--- src/rtl/madc_pkg.sv ---
// Package: offsets, field positions, reset values and codes of the algorithm debug register
package madc_pkg;
    localparam logic [7:0]  ADDR_DEBUG_CONTROL = 8'hec;
    localparam logic [7:0]  ADDR_SECOND_DAC    = 8'hf6;
    localparam logic [31:0] RESET_DEBUG        = 32'h0000_0000;
    localparam int          POS_OVERRIDE       = 31;
    localparam int          POS_SPEED_HI       = 30;
    localparam int          POS_SPEED_LO       = 16;
    localparam int          POS_CLOSED_DIS     = 15;
    localparam int          POS_HOLD_ALIGN     = 14;
    localparam int          POS_HOLD_SLOW      = 13;
    localparam int          POS_HOLD_POSDET    = 12;
    localparam int          POS_HOLD_SPDDET    = 11;
    localparam int          POS_ANGLE_SRC      = 10;
    localparam int          POS_IQ_HI          = 9;
    localparam int          POS_IQ_LO          = 0;
    localparam logic [9:0]  IQ_POS_MAX         = 10'h1f4;
    localparam logic [9:0]  IQ_NEG_MIN         = 10'h200;
    localparam logic [9:0]  IQ_NEG_MAX         = 10'h3e8;
    localparam logic [10:0] IQ_WRAP            = 11'h400;
    localparam logic [8:0]  ANGLE_FULL         = 9'h168;
    typedef enum logic [1:0] {
        MADC_START_ALIGN  = 2'h0,
        MADC_START_DALIGN = 2'h1,
        MADC_START_SLOW   = 2'h2,
        MADC_START_POSDET = 2'h3
    } madc_startup_t;
endpackage : madc_pkg

--- src/rtl/motor_algorithm_debug_control.sv ---
// Write-only algorithm debug control register and the controls it drives
`timescale 1ns/10ps
// Notes on behaviour
// - Override bit selects digital or analog speed
// - Digital speed field drives command under override
// - Bit 15 disables closed loop control
// - Bit 14 holds align for align startups
// - Bit 13 holds slow first cycle state
// - Bit 12 holds initial position detect state
// - Bit 11 holds initial speed detect state
// - Bit 10 selects align angle source
// - Bits 9..0 give torque current reference
// - Code maps to signed fraction over 500
// - Register resets to all zeros
// - Forced align angle applied modulo 360
module motor_algorithm_debug_control
    import madc_pkg::*;
(
    input  wire logic                clk,
    input  wire logic                rst_b,
    input  wire logic                regWrite,
    input  wire logic                regRead,
    input  wire logic [7:0]          regAddr,
    input  wire logic [31:0]         regWdata,
    output logic      [31:0]         regRdata,
    input  wire logic [14:0]         analogSpeed,
    input  wire logic [1:0]          startupMethod,
    input  wire logic                speedDetectEnable,
    input  wire logic                speedControlDisable,
    input  wire logic [8:0]          configAlignAngle,
    input  wire logic [8:0]          forcedAlignAngle,
    output logic      [14:0]         speedCommand,
    output logic                     closedControlDisable,
    output logic                     holdAlign,
    output logic                     holdSlowCycle,
    output logic                     holdPositionDetect,
    output logic                     holdSpeedDetect,
    output logic      [8:0]          alignAngle,
    output logic                     torqueCurrentValid,
    output logic signed [10:0]       torqueCurrentOverride
);
    logic [31:0]        debugControl;
    logic               fieldOverride;
    logic [14:0]        fieldSpeed;
    logic [9:0]         fieldIq;
    logic [8:0]         wrappedAngle;
    logic signed [10:0] next_torque;
    logic               next_valid;
    madc_startup_t      method;

    assign method        = madc_startup_t'(startupMethod);
    assign fieldOverride = debugControl[POS_OVERRIDE];
    assign fieldSpeed    = debugControl[POS_SPEED_HI:POS_SPEED_LO];
    assign fieldIq       = debugControl[POS_IQ_HI:POS_IQ_LO];

    // Fields take effect from the cycle after the write completes
    always_ff @(posedge clk or negedge rst_b) begin
        if (!rst_b) begin
            debugControl <= RESET_DEBUG;
        end else if (regWrite && regAddr == ADDR_DEBUG_CONTROL) begin
            debugControl <= regWdata;
        end
    end

    // Write-only: nothing leaks back, so software cannot mistake shadow for live state
    always_ff @(posedge clk or negedge rst_b) begin
        if (!rst_b) begin
            regRdata <= 32'h0000_0000;
        end else if (regRead) begin
            regRdata <= 32'h0000_0000;
        end
    end

    always_ff @(posedge clk or negedge rst_b) begin
        if (!rst_b) begin
            speedCommand <= 15'h0000;
        end else begin
            speedCommand <= fieldOverride ? fieldSpeed : analogSpeed;
        end
    end

    always_ff @(posedge clk or negedge rst_b) begin
        if (!rst_b) begin
            closedControlDisable <= 1'b0;
            holdAlign            <= 1'b0;
            holdSlowCycle        <= 1'b0;
            holdPositionDetect   <= 1'b0;
            holdSpeedDetect      <= 1'b0;
        end else begin
            closedControlDisable <= debugControl[POS_CLOSED_DIS];
            holdAlign            <= debugControl[POS_HOLD_ALIGN] &&
                                    (method == MADC_START_ALIGN ||
                                     method == MADC_START_DALIGN);
            holdSlowCycle        <= debugControl[POS_HOLD_SLOW] &&
                                    method == MADC_START_SLOW;
            holdPositionDetect   <= debugControl[POS_HOLD_POSDET] &&
                                    method == MADC_START_POSDET;
            holdSpeedDetect      <= debugControl[POS_HOLD_SPDDET] && speedDetectEnable;
        end
    end

    // Single subtraction suffices: a 9-bit value is below twice 360
    assign wrappedAngle = (forcedAlignAngle >= ANGLE_FULL) ?
                          forcedAlignAngle - ANGLE_FULL : forcedAlignAngle;

    always_ff @(posedge clk or negedge rst_b) begin
        if (!rst_b) begin
            alignAngle <= 9'h000;
        end else begin
            alignAngle <= debugControl[POS_ANGLE_SRC] ? wrappedAngle
                                                      : configAlignAngle;
        end
    end

    // Output is in units of 1/500 of the full reference current
    always_comb begin
        next_torque = 11'sh000;
        next_valid  = 1'b0;
        if (fieldIq <= IQ_POS_MAX) begin
            next_torque = signed'({1'b0, fieldIq});
            next_valid  = 1'b1;
        end else if (fieldIq >= IQ_NEG_MIN && fieldIq <= IQ_NEG_MAX) begin
            next_torque = signed'(11'({1'b0, fieldIq} - IQ_WRAP));
            next_valid  = 1'b1;
        end
    end

    always_ff @(posedge clk or negedge rst_b) begin
        if (!rst_b) begin
            torqueCurrentOverride <= 11'sh000;
            torqueCurrentValid    <= 1'b0;
        end else begin
            torqueCurrentOverride <= speedControlDisable ? next_torque : 11'sh000;
            torqueCurrentValid    <= speedControlDisable && next_valid;
        end
    end
endmodule : motor_algorithm_debug_control

--- config.mk ---
export PLATFORM = sky130hd
export DESIGN_NAME = motor_algorithm_debug_control
export DESIGN_NICKNAME = d
export VERILOG_FILES = /design/src/rtl/madc_pkg.sv /design/src/rtl/motor_algorithm_debug_control.sv
export SDC_FILE = /design/constraint.sdc
export NUM_CORES = 1
export LEC_CHECK = 0
export BUFFER_PORTS_ARGS = -buffer_cell sky130_fd_sc_hd__clkbuf_2
export CORE_UTILIZATION = 45
export DETAILED_ROUTE_END_ITERATION = 8
export PLACE_DENSITY = 0.79
export SYNTH_ARGS = -nofsm -noshare
export SYNTH_HDL_FRONTEND = slang
export SYNTH_SLANG_ARGS = --single-unit
--- constraint.sdc ---
create_clock -name clk -period 3.6 [get_ports clk]
set_input_delay 0.72 -clock clk [delete_from_list [all_inputs] [get_ports clk]]
set_output_delay 0.72 -clock clk [all_outputs]
set_load 0.02 [all_outputs]
# Word-level counts from Yosys, hierarchy flattened
# Cells that the tools add are included.
[totals] register_bits=73 input_bits=81 output_inout_bits=73 elab_cells=37
[op_classes] add_sub_neg=2 magnitude_cmp=4 eq_ne=4 mux=8 n_reduce_logical=9
[ops] op="11-bit 2-to-1 mux" count=3
[ops] op="9-bit 2-to-1 mux" count=2
[ops] op="15-bit 2-to-1 mux" count=1
[ops] op="10-bit by 11-bit subtractor with 11-bit output, second input constant" count=1
[ops] op="10-bit >= comparator, second input constant" count=1
[ops] op="10-bit <= comparator, second input constant" count=1
[ops] op="10-bit by 9-bit <= comparator with 1-bit output, second input constant" count=1
[ops] op="9-bit >= comparator, second input constant" count=1
[ops] op="9-bit subtractor, second input constant" count=1
[ops] op="8-bit == test, second input constant" count=1
[ops] op="1-bit logical AND" count=7
[ops] op="2-bit == test, second input constant" count=2
[ops] op="2-bit by 1-bit == test with 1-bit output, second input constant" count=1
[ops] op="2-bit zero test" count=1
[ops] op="1-bit 2-to-1 mux" count=2
[ops] op="1-bit logical OR" count=1

# Longest topological paths before layout
[depth] word_depth=5 ltp_mapped=6 depth_no_buf=6

# Worst setup path before layout
# OpenSTA, ideal clock, no wires.
[synth_timing] kind="input -> register" from="input regWrite" to="register debugControl[2]" setup_time_ns=0.125 arrival_ns=1.786 required_time_ns=3.475 setup_slack_ns=1.690 cell_stages=4 path_buffers=1 cell_sequence="nand4_1 nor4b_4 buf_6 mux2_2"
[synth_between] elab_chain_cells=1
[synth_rtl] item="start, declared" line_no="motor_algorithm_debug_control.sv:21" source="input wire logic regWrite,"
[synth_rtl] item="1-bit logical AND" line_no="motor_algorithm_debug_control.sv:60" source="end else if (regWrite && regAddr == ADDR_DEBUG_CONTROL) begin"
[synth_rtl] item="end signal, assigned" line_no="motor_algorithm_debug_control.sv:61" source="debugControl <= regWdata;"
[synth_rtl] item="end, declared" line_no="motor_algorithm_debug_control.sv:42" source="logic [31:0] debugControl;"
# Every way passes these cells.
# A chain may end at the register's enable or synchronous reset.

# Worst setup path after layout
[layout_timing] from="input forcedAlignAngle[4]" to="register alignAngle[4]"
[layout_between] elab_chain_cells=3 elab_cells_between_ends=4 classes_between="add/sub (1); order compare (1); mux (2)"
[layout_rtl] item="start, declared" line_no="motor_algorithm_debug_control.sv:31" source="input wire logic [8:0] forcedAlignAngle,"
[layout_rtl] item="9-bit subtractor / 9-bit >= comparator (equally long branches)" line_no="motor_algorithm_debug_control.sv:104, motor_algorithm_debug_control.sv:103"
[layout_rtl] item="9-bit 2-to-1 mux (*)" line_no="motor_algorithm_debug_control.sv:103" source="assign wrappedAngle = (forcedAlignAngle >= ANGLE_FULL) ?"
[layout_rtl] item="9-bit 2-to-1 mux (*)" line_no="motor_algorithm_debug_control.sv:110" source="alignAngle <= debugControl[POS_ANGLE_SRC] ? wrappedAngle"
[layout_rtl] item="end signal, assigned" line_no="motor_algorithm_debug_control.sv:110"
[layout_rtl] item="end, declared" line_no="motor_algorithm_debug_control.sv:38" source="output logic [8:0] alignAngle,"
# Every way passes the cells marked *; elsewhere a longest branch is shown, timed or not.

==> impl_results.md <==
* Syn Inst Count at 231
* First-pass GRT wire length at 9.34 mm
* Vias in the first global route at 1943
* Multi-input gate area at 1120 µm²
* Die height at 85.5 µm
* Largest net degree at the start of global routing at 74
* Critical setup path kind: primary input to flop
* Row count at 30
* Clock Pin Slew Worst Setup and Hold Paths at 0.08 ns
* Final non-filler cell area at 3900 µm²
* Vias/cell at 4.75
* Commonest non-fill, non-tap cell in the layout: clkbuf_2
* Iter 0 DRT Violations at 31
* Maximum Capacitance Violations at 0
* Status: completed
* Clk_skew at 0.00627 ns
* Register area at 1830 µm²
* # IOs at 154
* Antenna fix cells at 0
* Fin crit share at 0.512
* Gpl congestion at 0.726
* Layout cells sized above 1 at 0.514
* Layout fillers at 592
* WL final at 5.73 mm
* Mean Syn Cell Area at 13.6 µm²
* Slew headroom at 0.403
* Area delta synth->final at 24.2%
* Slew Limit Fails at 0
* Htree depth at 3
* Setup-failing EPs final at 0
* Port bufs at 120
* Die width at 85.5 µm
* Worst Path Arrival at 2.07 ns
* Setup crit end kind: flop
* Synth Cell Area at 3140 µm²
* Post-CTS setup buffers at 0
* Detail Placement HPWL at 4.16 mm
* Worst skew pair latency at 0.34 ns
* CTS sink cnt at 73
* Initial Utilization at 0.465
* Unrepaired setup endpoints after global routing: false
* Final ANT Viol Nets at 0
* Peak supply drop at 0.000181 V
* Root buffer cell: clkbuf_8
* Die area at 7320 µm²
* Post-synth ARST share at 1.00
* Initial antenna violation count at 0
* Final setup TNS at 0 ns
* Num CTS Buffers at 9
* Fin nets at 438
* Total number of vias at 2090
* Leak Pwr at 2.13 nW
* #FFs+latches synth at 73
* Avg WL per Cell at 13.0 µm
* EDFF count, synth at 0
* Fmax achieved at 542 MHz
* Hold Crit Class: flop to flop
* CP Data Required Time at 3.83 ns
* Clock Path Buffers at 2
* Yosys warnings at 0
* Post-CTS sizing at 0
* Final Hold Fails at 0
* Crit-path max FO at 6
* Core Area at 6760 µm²
* Least-Margin Pin Slew at 0.896 ns
* GR Overflow Total at 0
* PwrDens at 455 nW/µm²
* DR DRC count at 0
* CTS tree: yes
* Post-route minimum period at 1.84 ns
* Hold buffer count at cts at 0
* Post-DP Area at 3680 µm²
* DR pass1 iterations at 4
* Predominant post-synthesis flop cell: dfrtp_1
* Global-route usage over all layers at 0.169
* Netlist cell types at 34
* Register area share after synthesis at 0.582
* Most frequent cells in the layout: 119 x clkbuf_2, 73 x dfrtp_1, 44 x mux2_2, 32 x conb_1, 11 x and2_1
* CP startpoint kind: primary input
logic make-up (layout without fill, tap and decap cells):
logic type               count (synthesis)  in the layout  share of synthesized area
buffers and inverters                   44            142                     0.0984
adder cells (fa/ha/maj)                  1              1                    0.00398
other                                    1             32                    0.00119
flip-flops                              73             73                      0.582
multiplexers                            50             50                      0.179
AO/OA/AOI/OAI                           25             25                     0.0582
AND/OR/NAND/NOR                         37             37                     0.0773
Yosys cell counts (2+ instances only):
master,instances,area [µm²]
a31oi_1,3,18.8
nand4_1,2,12.5
buf_4,32,240
and2_1,11,68.8
nand2_1,4,15.0
inv_1,5,18.8
mux2_1,6,67.6
a21oi_1,3,15.0
o31a_1,2,17.5
or3_1,3,18.8
dfrtp_1,73,1830
nor2b_1,2,12.5
and3b_1,3,26.3
buf_6,3,33.8
clkbuf_1,3,11.3
mux2_2,44,495
o21a_1,3,22.5
o211a_1,2,20.0
o21ai_0,6,30.0
nor2_1,7,26.3
routing by layer:
metal,track usage,share of wire,up-vias
li1,-,-,987
met3,0.0472,0.069,9
met2,0.273,0.49,95
met4,0.0818,0.014,0
met1,0.212,0.42,999
met5,0,0,-
flip-flops by register name, summed over array words and instances (netlist names):
name,count
holdSpeedDetect,1
alignAngle,9
torqueCurrentOverride,11
holdSlowCycle,1
torqueCurrentValid,1
holdAlign,1
speedCommand,15
holdPositionDetect,1
closedControlDisable,1
debugControl,32
worst paths after layout:
| kind | startpoint | endpoint | slack [ns] | cells after the start |
|---|---|---|---|---|
| min in group asynchronous | rst_b | torqueCurrentOverride[5]$_DFF_PN0_ | 0.58 | 2 |
| max in group asynchronous | rst_b | alignAngle[7]$_DFF_PN0_ | 2.43 | 2 |
| setup / recovery | forcedAlignAngle[4] | alignAngle[4]$_DFF_PN0_ | 1.76 | 7 |
| hold / removal | debugControl[15]$_DFFE_PN0P_ | closedControlDisable$_DFF_PN0_ | 0.39 | 0 |
| setup reg to reg | debugControl[9]$_DFFE_PN0P_ | torqueCurrentOverride[2]$_DFF_PN0_ | 2.10 | 4 |
| hold reg to reg | debugControl[15]$_DFFE_PN0P_ | closedControlDisable$_DFF_PN0_ | 0.39 | 0 |
layout make-up:
type / count / area share
flip-flops and latches: 73 / 0.468
inverters: 5 / 0.00481
clock buffers: 9 / 0.0318
well taps: 80 / 0.0257
clock inverters: 6 / 0.0241
multi-input cells: 145 / 0.287
repair buffers: 122 / 0.158
worst max-delay path, cell delays in order:
cell,delay (ns)
clkbuf_2,0.12
inv_1,0.08
ha_1,0.22
and3b_1,0.20
a311oi_2,0.36
o21ai_0,0.14
a31o_2,0.24
per-stage QoR:
| stage | hold slack (ns) | std cells | setup WS (ns) | util | power, mW |
|---|---|---|---|---|---|
| 2_1_floorplan | 0.350 | 262 | 1.69 | - | 1.03 |
| 3_3_place_gp | 0.355 | 425 | 1.44 | 0.545 | 1.09 |
| 3_5_place_dp | 0.365 | 425 | 1.41 | 0.545 | 1.10 |
| 4_1_cts | 0.384 | 440 | 1.77 | 0.577 | 1.80 |
| 5_1_grt | 0.405 | 440 | 1.57 | 0.577 | 1.85 |
| 6_report | 0.389 | 440 | 1.76 | 0.577 | 1.77 |
where the power goes:
group          total [mW]  internal, mW  switching, mW
sequential          0.877         0.855         0.0212
combinational       0.202        0.0848          0.117
clock               0.695         0.390          0.305
No activity file was read; power rests on OpenSTA's default activity.
